<file path="src/include/rscl_consts.svh">
`ifndef RSCL_CONSTS_SVH
`define RSCL_CONSTS_SVH

`define RSCL_CLK_PERIOD_NS 100
`define RSCL_ADDR_W        5
`define RSCL_ADDR_PULL_UP  5'h01
`define RSCL_ADDR_RST      5'h01
`define RSCL_MODE_RST      1'h0
`define RSCL_AN_RST        1'h1
`define RSCL_RST_MIN_NS    1000
`define RSCL_RST_MIN_CYC   ((`RSCL_RST_MIN_NS + `RSCL_CLK_PERIOD_NS - 1) / `RSCL_CLK_PERIOD_NS)
`define RSCL_SETTLE_NS     1000
`define RSCL_SETTLE_CYC    ((`RSCL_SETTLE_NS + `RSCL_CLK_PERIOD_NS - 1) / `RSCL_CLK_PERIOD_NS)
`define RSCL_REF_LOSS_NS   2000
`define RSCL_REF_LOSS_CYC  (`RSCL_REF_LOSS_NS / `RSCL_CLK_PERIOD_NS)
`define RSCL_BLINK_NS      50000000
`define RSCL_BLINK_CYC     (`RSCL_BLINK_NS / `RSCL_CLK_PERIOD_NS)
`define RSCL_REF_MII_MHZ   25
`define RSCL_REF_RMII_MHZ  50

`endif

</file>
<file path="src/include/rscl_pkg.sv">
package rscl_pkg;
  typedef enum logic [1:0] {
    RSCL_ST_HOLD   = 2'b00,
    RSCL_ST_SAMPLE = 2'b01,
    RSCL_ST_SETTLE = 2'b10,
    RSCL_ST_RUN    = 2'b11
  } rscl_state_t;

  typedef enum logic {
    RSCL_LED_STEADY = 1'b0,
    RSCL_LED_BLINK  = 1'b1
  } rscl_led_mode_t;

  typedef enum logic {
    RSCL_MAC_MII  = 1'b0,
    RSCL_MAC_RMII = 1'b1
  } rscl_mac_mode_t;

  typedef struct packed {
    logic [4:0]     addr;
    rscl_mac_mode_t mac_mode;
    logic           an;
  } rscl_strap_t;
endpackage

</file>
<file path="src/include/rscl_if.sv">
`timescale 1ns/1ps
interface rscl_if;
  import rscl_pkg::*;
  logic           sample;
  rscl_strap_t    strap_pins;
  rscl_strap_t    strap_q;
  logic           run;
  rscl_led_mode_t led_mode;
  logic           link_good;
  logic           activity;
  logic           led_on;

  modport top_mp   (output sample, strap_pins, run, led_mode, link_good, activity,
                    input strap_q, led_on);
  modport strap_mp (input sample, strap_pins, output strap_q);
  modport led_mp   (input run, led_mode, link_good, activity, output led_on);
endinterface

</file>
<file path="src/verilog/rscl_strap.sv">
`timescale 1ns/1ps
`include "rscl_consts.svh"
module rscl_strap (
  input  wire logic core_clk,   // system clock
  input  wire logic rst_n,      // async reset, active low
  input  wire logic clk_en,     // freezes state while low
  rscl_if.strap_mp  sif         // sample strobe and strap levels
);
  import rscl_pkg::*;

  rscl_strap_t strap_r;
  rscl_strap_t strap_nxt;

  always_comb begin
    strap_nxt = strap_r;
    if (sif.sample) begin
      strap_nxt = sif.strap_pins;
    end
  end

  // reset values equal the pull defaults, so an unstrapped board reads the same
  always_ff @(posedge core_clk or negedge rst_n) begin
    if (!rst_n) begin
      strap_r.addr     <= `RSCL_ADDR_RST;
      strap_r.mac_mode <= rscl_mac_mode_t'(`RSCL_MODE_RST);
      strap_r.an       <= `RSCL_AN_RST;
    end else if (clk_en) begin
      strap_r <= strap_nxt;
    end
  end

  assign sif.strap_q = strap_r;
endmodule

</file>
<file path="src/verilog/rscl_led.sv">
`timescale 1ns/1ps
module rscl_led #(
  parameter int BLINK_CYCLES = 500000
) (
  input  wire logic core_clk,   // system clock
  input  wire logic rst_n,      // async reset, active low
  input  wire logic clk_en,     // freezes state while low
  rscl_if.led_mp    lif         // mode, link, activity in; led level out
);
  import rscl_pkg::*;

  localparam int CW = $clog2(BLINK_CYCLES + 1);

  logic [CW-1:0] cnt_r;
  logic [CW-1:0] cnt_nxt;
  logic          off_phase_r;
  logic          off_phase_nxt;
  logic          busy_r;
  logic          busy_nxt;
  logic          led_r;
  logic          led_nxt;

  // one blink is a full off then on phase, so short bursts stay visible
  always_comb begin
    cnt_nxt       = cnt_r;
    off_phase_nxt = off_phase_r;
    busy_nxt      = busy_r;
    led_nxt       = 1'b0;
    if (busy_r) begin
      if (cnt_r == CW'(BLINK_CYCLES - 1)) begin
        cnt_nxt       = '0;
        off_phase_nxt = ~off_phase_r;
        if (!off_phase_r && !lif.activity) begin
          busy_nxt = 1'b0;
        end
      end else begin
        cnt_nxt = cnt_r + CW'(1);
      end
    end else if (lif.activity && lif.led_mode == RSCL_LED_BLINK) begin
      busy_nxt      = 1'b1;
      off_phase_nxt = 1'b1;
      cnt_nxt       = '0;
    end
    if (lif.run && lif.link_good) begin
      case (lif.led_mode)
        RSCL_LED_STEADY: led_nxt = 1'b1;
        RSCL_LED_BLINK:  led_nxt = ~(busy_nxt && off_phase_nxt);
        default:           led_nxt = 1'b1;
      endcase
    end
  end

  always_ff @(posedge core_clk or negedge rst_n) begin
    if (!rst_n) begin
      cnt_r       <= '0;
      off_phase_r <= 1'b0;
      busy_r      <= 1'b0;
      led_r       <= 1'b0;
    end else if (clk_en) begin
      cnt_r       <= cnt_nxt;
      off_phase_r <= off_phase_nxt;
      busy_r      <= busy_nxt;
      led_r       <= led_nxt;
    end
  end

  assign lif.led_on = led_r;
endmodule

</file>
<file path="src/verilog/rscl_top.sv">
`timescale 1ns/1ps
`include "rscl_consts.svh"
module rscl_top #(
  parameter int BLINK_CYCLES = `RSCL_BLINK_CYC,
  parameter int SETTLE_CYC   = `RSCL_SETTLE_CYC,
  parameter int REF_LOSS_CYC = `RSCL_REF_LOSS_CYC
) (
  input  wire logic                   core_clk,               // system clock, 10 MHz
  input  wire logic                   rst_n,                  // async reset, active low
  input  wire logic                   clk_en,                 // freezes all state while low
  input  wire logic                   ref_clk_in,             // reference clock pin level
  output logic                        crystal_drive_out,      // inverted reference, crystal drive
  output logic                        sys_clk_out,            // registered reference clock copy out
  input  wire logic [4:0]             station_addr_strap_in,  // address strap pin levels
  output logic [4:0]                  station_addr_strap_out, // functional drive: rxd3..0, col
  output logic [4:0]                  station_addr_strap_oe_n,// low while driving
  output logic [4:0]                  station_addr_pull_up,   // 1 pull-up, 0 pull-down
  input  wire logic                   mode_strap_in,          // mac mode strap pin level
  output logic                        mode_strap_out,         // functional drive: rx_dv
  output logic                        mode_strap_oe_n,        // low while driving
  input  wire logic                   link_indicator_in,      // led pin level, sampled at reset
  output logic                        link_indicator_out,     // led drive, 1 = on
  output logic                        link_indicator_oe_n,    // low while driving
  input  wire logic                   col_fn,                 // collision from data path
  input  wire logic [3:0]             rxd_fn,                 // receive data from data path
  input  wire logic                   rx_dv_fn,               // receive valid from data path
  input  wire rscl_pkg::rscl_led_mode_t led_mode_sel,         // led mode select
  input  wire logic                   link_good,              // link status
  input  wire logic                   tx_active,              // transmitter busy
  input  wire logic                   rx_active,              // receiver busy
  input  wire logic                   addr_wr_en,             // address write strobe
  input  wire logic [4:0]             addr_wr_data,           // address write value
  output logic [4:0]                  port_control_addr,      // current station address
  output logic [4:0]                  strap_addr,             // address as strapped
  output rscl_pkg::rscl_mac_mode_t    mac_mode,               // strapped mac interface mode
  output logic [5:0]                  ref_clk_mhz,            // expected reference rate
  output logic                        an_strap,               // advertise strap level
  output logic                        isolate,                // mac data interface isolated
  output logic                        ref_clk_ok,             // reference clock toggling
  output logic                        ready                   // reset process finished
);
  import rscl_pkg::*;

  localparam int SCW = $clog2(SETTLE_CYC + 1);
  localparam int RCW = $clog2(REF_LOSS_CYC + 1);

  localparam logic [4:0] PULL_DIR = `RSCL_ADDR_PULL_UP;

  // strap-capable pins stay released until the sample state is over
  function automatic logic drive_phase(input rscl_state_t st);
    drive_phase = (st == RSCL_ST_SETTLE || st == RSCL_ST_RUN);
  endfunction

  // a pin driven only once strapping is over and the interface is not isolated
  function automatic logic mac_oe_n(input rscl_state_t st, input logic iso);
    mac_oe_n = !(drive_phase(st) && !iso);
  endfunction

  rscl_if sig ();

  rscl_strap u_strap (
    .core_clk (core_clk),
    .rst_n    (rst_n),
    .clk_en   (clk_en),
    .sif      (sig.strap_mp)
  );

  rscl_led #(
    .BLINK_CYCLES (BLINK_CYCLES)
  ) u_led (
    .core_clk (core_clk),
    .rst_n    (rst_n),
    .clk_en   (clk_en),
    .lif      (sig.led_mp)
  );

  // ---------------- reset process sequencer
  rscl_state_t    state_r;
  rscl_state_t    state_nxt;
  logic [SCW-1:0] settle_r;
  logic [SCW-1:0] settle_nxt;

  always_comb begin
    state_nxt  = state_r;
    settle_nxt = settle_r;
    case (state_r)
      RSCL_ST_HOLD: begin
        state_nxt = RSCL_ST_SAMPLE;
      end
      RSCL_ST_SAMPLE: begin
        state_nxt  = RSCL_ST_SETTLE;
        settle_nxt = '0;
      end
      RSCL_ST_SETTLE: begin
        if (settle_r == SCW'(SETTLE_CYC - 1)) begin
          state_nxt = RSCL_ST_RUN;
        end else begin
          settle_nxt = settle_r + SCW'(1);
        end
      end
      RSCL_ST_RUN: begin
        state_nxt = RSCL_ST_RUN;
      end
      default: begin
        state_nxt = RSCL_ST_HOLD;
      end
    endcase
  end

  // any low level on rst_n restarts the whole sequence and reloads straps
  always_ff @(posedge core_clk or negedge rst_n) begin
    if (!rst_n) begin
      state_r  <= RSCL_ST_HOLD;
      settle_r <= '0;
    end else if (clk_en) begin
      state_r  <= state_nxt;
      settle_r <= settle_nxt;
    end
  end

  // strap levels go to the capture register in the sample state only
  assign sig.sample              = (state_r == RSCL_ST_SAMPLE);
  assign sig.strap_pins.addr     = station_addr_strap_in;
  assign sig.strap_pins.mac_mode = rscl_mac_mode_t'(mode_strap_in);
  assign sig.strap_pins.an       = link_indicator_in;

  // ---------------- station address and isolate
  logic [4:0] addr_r;
  logic [4:0] addr_nxt;
  logic       iso_r;
  logic       iso_nxt;

  always_comb begin
    addr_nxt = addr_r;
    iso_nxt  = iso_r;
    if (state_r == RSCL_ST_SETTLE && settle_r == '0) begin
      addr_nxt = sig.strap_q.addr;
      iso_nxt  = (sig.strap_q.addr == 5'h00);
    end else if (addr_wr_en && state_r == RSCL_ST_RUN) begin
      // software address writes never touch isolate
      addr_nxt = addr_wr_data;
    end
  end

  always_ff @(posedge core_clk or negedge rst_n) begin
    if (!rst_n) begin
      addr_r <= `RSCL_ADDR_RST;
      iso_r  <= 1'b0;
    end else if (clk_en) begin
      addr_r <= addr_nxt;
      iso_r  <= iso_nxt;
    end
  end

  // ---------------- reference clock forwarding and watch
  logic           ref_q_r;
  logic           ref_q_nxt;
  logic           xtal_r;
  logic           xtal_nxt;
  logic           ref_prev_r;
  logic           ref_prev_nxt;
  logic [RCW-1:0] idle_r;
  logic [RCW-1:0] idle_nxt;
  logic           ref_ok_r;
  logic           ref_ok_nxt;

  // output follows the reference whichever mode; rate comes from the oscillator
  always_comb begin
    ref_q_nxt    = ref_clk_in;
    xtal_nxt     = ~ref_clk_in;
    ref_prev_nxt = ref_q_r;
    idle_nxt     = idle_r;
    ref_ok_nxt   = ref_ok_r;
    if (ref_q_r != ref_prev_r) begin
      idle_nxt   = '0;
      ref_ok_nxt = 1'b1;
    end else if (idle_r == RCW'(REF_LOSS_CYC - 1)) begin
      ref_ok_nxt = 1'b0;
    end else begin
      idle_nxt = idle_r + RCW'(1);
    end
  end

  always_ff @(posedge core_clk or negedge rst_n) begin
    if (!rst_n) begin
      ref_q_r    <= 1'b0;
      xtal_r     <= 1'b1;
      ref_prev_r <= 1'b0;
      idle_r     <= '0;
      ref_ok_r   <= 1'b0;
    end else if (clk_en) begin
      ref_q_r    <= ref_q_nxt;
      xtal_r     <= xtal_nxt;
      ref_prev_r <= ref_prev_nxt;
      idle_r     <= idle_nxt;
      ref_ok_r   <= ref_ok_nxt;
    end
  end

  assign sys_clk_out       = ref_q_r;
  assign crystal_drive_out = xtal_r;
  assign ref_clk_ok        = ref_ok_r;

  // MAC reference use of sys_clk_out in RMII is left to the board timing check
  always_comb begin
    case (sig.strap_q.mac_mode)
      RSCL_MAC_MII:  ref_clk_mhz = 6'(`RSCL_REF_MII_MHZ);
      RSCL_MAC_RMII: ref_clk_mhz = 6'(`RSCL_REF_RMII_MHZ);
      default:       ref_clk_mhz = 6'(`RSCL_REF_MII_MHZ);
    endcase
  end

  // ---------------- functional pin drive after strapping
  logic [4:0] mac_fn;
  assign mac_fn = {rxd_fn, col_fn};

  genvar gi;
  generate
    for (gi = 0; gi < 5; gi++) begin : g_addr_pin
      assign station_addr_strap_out[gi]  = mac_fn[gi];
      assign station_addr_strap_oe_n[gi] = mac_oe_n(state_r, iso_r);
      assign station_addr_pull_up[gi]    = PULL_DIR[gi];
    end
  endgenerate

  assign mode_strap_out  = rx_dv_fn;
  assign mode_strap_oe_n = mac_oe_n(state_r, iso_r);

  // led pin is a strap too, so it stays released until sampling is done
  assign sig.run       = (state_r == RSCL_ST_RUN);
  assign sig.led_mode  = led_mode_sel;
  assign sig.link_good = link_good;
  assign sig.activity  = tx_active | rx_active;

  assign link_indicator_out  = sig.led_on;
  assign link_indicator_oe_n = !drive_phase(state_r);

  // ---------------- status
  assign port_control_addr = addr_r;
  assign strap_addr        = sig.strap_q.addr;
  assign mac_mode          = sig.strap_q.mac_mode;
  assign an_strap          = sig.strap_q.an;
  assign isolate           = iso_r;
  assign ready             = (state_r == RSCL_ST_RUN);
endmodule

</file>
<file path="config.mk">
export PLATFORM = sky130hd
export DESIGN_NAME = rscl_top
export DESIGN_NICKNAME = d
export VERILOG_FILES = /design/src/include/rscl_pkg.sv /design/src/include/rscl_if.sv /design/src/verilog/rscl_strap.sv /design/src/verilog/rscl_led.sv /design/src/verilog/rscl_top.sv
export VERILOG_INCLUDE_DIRS = /design/src /design/src/include
export SDC_FILE = /design/constraint.sdc
export NUM_CORES = 1
export LEC_CHECK = 0
export ABC_AREA = 1
export BUFFER_PORTS_ARGS = -buffer_cell sky130_fd_sc_hd__buf_2
export CAP_MARGIN = 25
export CORE_ASPECT_RATIO = 0.9
export CORE_UTILIZATION = 55
export CTS_CLUSTER_DIAMETER = 30
export DETAILED_ROUTE_END_ITERATION = 10
export PLACE_DENSITY = 0.93
export REMOVE_ABC_BUFFERS = 1
export SLEW_MARGIN = 20
export SYNTH_ARGS = -nofsm -noshare
export SYNTH_HDL_FRONTEND = slang
export SYNTH_HIERARCHICAL = 1
export SYNTH_SLANG_ARGS = --single-unit
export TNS_END_PERCENT = 30
</file>
<file path="constraint.sdc">
create_clock -name core_clk -period 2 [get_ports core_clk]
set_input_delay 0.6 -clock core_clk [delete_from_list [all_inputs] [get_ports core_clk]]
set_output_delay 0.6 -clock core_clk [all_outputs]
set_load 0.02 [all_outputs]
</file>
==> impl_metrics.csv <==
group,metric,value,unit
worst_setup_path,cp.required,1400,ps
power,seqPwrFrac,45.6,%
floorplan,ios,69,
sta,drv_slew,0,
sta,post-route-min-period,1810,ps
clocking,post_cts_buffers,0,
sta,fin_crit_sh,90.48,%
detailed_routing,final_antenna_net_count,0,
clocking,ctsHtreeMaxLevel,2,
worst_setup_path,critical-path-top-delay-family,"flip-flops",
clocking,cts_buffers,5,
yosys,synthArstFlopShare,100.0,%
power,combPwrFrac,27.8,%
yosys,yosysUniqueCellTypes,38,
clocking,cts_tree,"done",
final_layout,nFillCells,431,
final_layout,fin_nets,470,
grt,grt_first_pass_wirelength,10360,um
power,p_clk_share,26.6,%
final_layout,syn2layout_area_growth,9.428,%
power,p_per_area,804.3,nW/um^2
yosys,syn_area_per_cell,7.764,um^2
yosys,synth_compound_area_share,4.553,%
detailed_routing,dr.first_iter.drc_count,174,
placed_design,pre_cts_ws,48.20,ps
grt,grtUsageMet3,4.348,%
grt,grt_use_met2,38.19,%
detailed_routing,dr.pass1.iters,4,
worst_setup_path,crit_arrival,1210,ps
worst_setup_path,critPathBufInv,2,
yosys,ys.flop_type,"dfrtp_1",
detailed_routing,wirelength,6512,um
detailed_routing,post_drt_via_cell_ratio,5.304,
final_layout,drive_gt1_share,25.28,%
min_path,min_path_type,"input port to asynchronous set/reset pin",
placed_design,dp_hpwl,4812,um
power,p_switching,0.9774,mW
grt,grt.busiest_layer,"met2",
yosys,ys_ff_latch,50,
floorplan,die-area,5951,um^2
grt,antenna_found_initial,0,
worst_setup_path,cp_max_fo,6,
worst_setup_path,startpoint_type,"flop",
worst_setup_path,crit_slowest_cell,"dfrtp_1",
floorplan,start_util,58.06,%
floorplan,coreArea,5349,um^2
run_status,status,"finished, final reports clean",
sta,finalSetupTns,0,ps
clocking,clk_pin_slew_worst_paths,100,ps
yosys,syn_inst,400,
grt,grt_max_degree,51,
placed_design,port_buffers,49,
sta,skew,10.79,ps
yosys,synth_top_family_by_area,"simple AND/OR/NAND/NOR gates",
floorplan,die_y,73.29,um
power,internal_power,1.756,mW
yosys,synth_fa_ha_area_share,2.015,%
power,p_leak,1.809,nW
yosys,synth_mux_area_share,0,%
placed_design,globalplace.congestion,0.8454,
yosys,synth_xor_area_share,1.128,%
run,drv.max_cap_violation_count,0,
yosys,yosysWarnings,6,
floorplan,dieWidth,81.21,um
sta,hold_viol_final,0,
worst_setup_path,end_kind,"output pin",
clocking,clock-sinks,50,
grt,grt.met1_usage,27.53,%
yosys,yosys.area_share.simple,40.13,%
power,p_total,2.733,mW
final_layout,diodes,0,
yosys,synth_area,3105,um^2
detailed_routing,vias,2684,
clocking,cts_hold_buf,0,
yosys,yosysSeqAreaShare,40.45,%
floorplan,num_rows,25,
clocking,clk_latency,320,ps
clocking,cts-root-buf,"clkbuf_8",
clocking,clk_path_buf_depth,2,
clocking,cts_resized,0,
power,swShare,35.76,%
detailed_routing,drt-wirelength-per-cell,12.87,um
worst_setup_path,worstPathCellList,"nand2_1 > inv_1 > buf_2",
placed_design,dp.cells,498,
yosys,synth_edf_count,0,
grt,grt-ovfl-total,0,
worst_setup_path,timing.setup.critical_path_class,"flop to output pin",
grt,first_global_vias,2439,
sta,rsz0062_at_grt,"no",
sta,setup_viol,0,
sta,fin_ws,190.5,ps
final_layout,final_cells,506,
worst_setup_path,critPathMaxStageDelay,500,ps
power,peakVddDrop,0.5727,mV
sta,max_freq,552.6,MHz
grt,grt_usage,22.76,%
detailed_routing,drc,0,
[per-stage QoR]
stage	utilization, %	area, um^2	hold slack (ps)
floorplan	-	2907	304.4
global placement	61.43	3286	454.2
detailed placement	61.43	3286	456.9
CTS	63.53	3398	261.2
global route	63.53	3398	273.7
finish	63.53	3398	255.2
[state kept, by name (all words and copies together), names as in the netlist]
name / cells
u_led/off_phase_r: 1
isolate: 1
sys_clk_out: 1
ref_prev_r: 1
ref_clk_ok: 1
u_led/cnt_r: 19
idle_r: 5
settle_r: 4
u_led/busy_r: 1
u_led/lif.led_on: 1
u_strap/sif.strap_q: 7
crystal_drive_out: 1
port_control_addr: 5
state_r: 2
[final cells by class]
cell class,instances,area [um^2],share of cell area [%]
multi-input combinational,290,1511,44.48
sequential,50,1256,36.97
timing repair buffer,54,295.3,8.689
inverter,37,138.9,4.087
tap,67,83.83,2.467
clock buffer,5,68.82,2.025
clock inverter,3,43.79,1.289
[Yosys cell counts (3+ instances only)]
| cell type | instances | area, um^2 |
|---|---|---|
| nand2_1 | 117 | 439.2 |
| dfrtp_1 | 46 | 1151 |
| nor2_1 | 41 | 153.9 |
| nand3_1 | 38 | 190.2 |
| inv_1 | 30 | 112.6 |
| buf_4 | 21 | 157.7 |
| nand2_2 | 10 | 62.56 |
| a21oi_1 | 9 | 45.04 |
| inv_2 | 7 | 26.28 |
| nand4_1 | 7 | 43.79 |
| nor3_2 | 7 | 70.07 |
| o21ai_0 | 6 | 30.03 |
| ha_1 | 5 | 62.56 |
| nor2_4 | 5 | 56.30 |
| nor3_1 | 5 | 25.02 |
| buf_6 | 4 | 45.04 |
| dfstp_2 | 4 | 105.1 |
| nand2_4 | 4 | 45.04 |
| o21ai_1 | 4 | 20.02 |
| buf_2 | 3 | 15.01 |
| nor2_2 | 3 | 18.77 |
| xnor2_1 | 3 | 26.28 |
[routing by layer]
| layer | part of all wire, % | wire length (um) | vias to the layer above |
|---|---|---|---|
| li1 | - | - | 1330 |
| met1 | 44 | 2841 | 1254 |
| met2 | 50 | 3224 | 83 |
| met3 | 4.2 | 276 | 17 |
| met4 | 2.6 | 170 | 0 |
| met5 | 0 | 0 | - |
[cell usage in the layout (no fill, tap or decap), types with 2 or more instances in the layout]
cell type,n
clkbuf_8,5
ha_1,5
o21ai_0,6
buf_4,4
o21a_1,2
nor2_4,5
nand4_1,7
nor4_1,2
nand3_1,38
nor3_1,5
buf_2,49
dfrtp_1,46
inv_2,7
nor3_2,7
nor2_1,41
nand2_1,117
inv_1,30
a31oi_1,2
nor2_2,3
xnor2_1,3
a21oi_1,9
nand2_4,4
o21ai_1,4
nand2_2,10
dfstp_2,4
conb_1,7
nor2_8,2
[cell families (layout without fill, tap and decap cells)]
| logic type | after synthesis | in the layout |
|---|---|---|
| adders and majority gates | 5 | 5 |
| AOI/OAI and AO/OA | 25 | 25 |
| DFF | 50 | 50 |
| xor gates and xnor gates | 4 | 4 |
| and+or+nand+nor | 249 | 249 |
| buffers and inverters | 65 | 99 |
| other | 2 | 7 |
[path summary, 6_finish.rpt]
path,from,endpoint,cells after the start,slack [ps]
max reg2reg,u_led/cnt_r[0],u_led/cnt_r[11],8,330
min,rst_n,u_led/cnt_r[12],2,260
min reg2reg,u_strap/sif.strap_q[0],u_strap/sif.strap_q[0],2,470
min in group core_clk,ref_clk_in,crystal_drive_out,2,460
max,state_r[0],ready,3,190
max in group asynchronous,rst_n,u_strap/sif.strap_q[2],2,1460
[power groups by stage]
stage	sequential [mW]	combinational [mW]	clock, mW
4_1_cts	1.24	0.763	0.746
3_3_place_gp	1.26	0.735	0
6_report	1.25	0.760	0.727
2_1_floorplan	1.31	0.441	0
3_5_place_dp	1.26	0.758	0
5_1_grt	1.26	0.843	0.788
(Power assumes the default switching activity.)
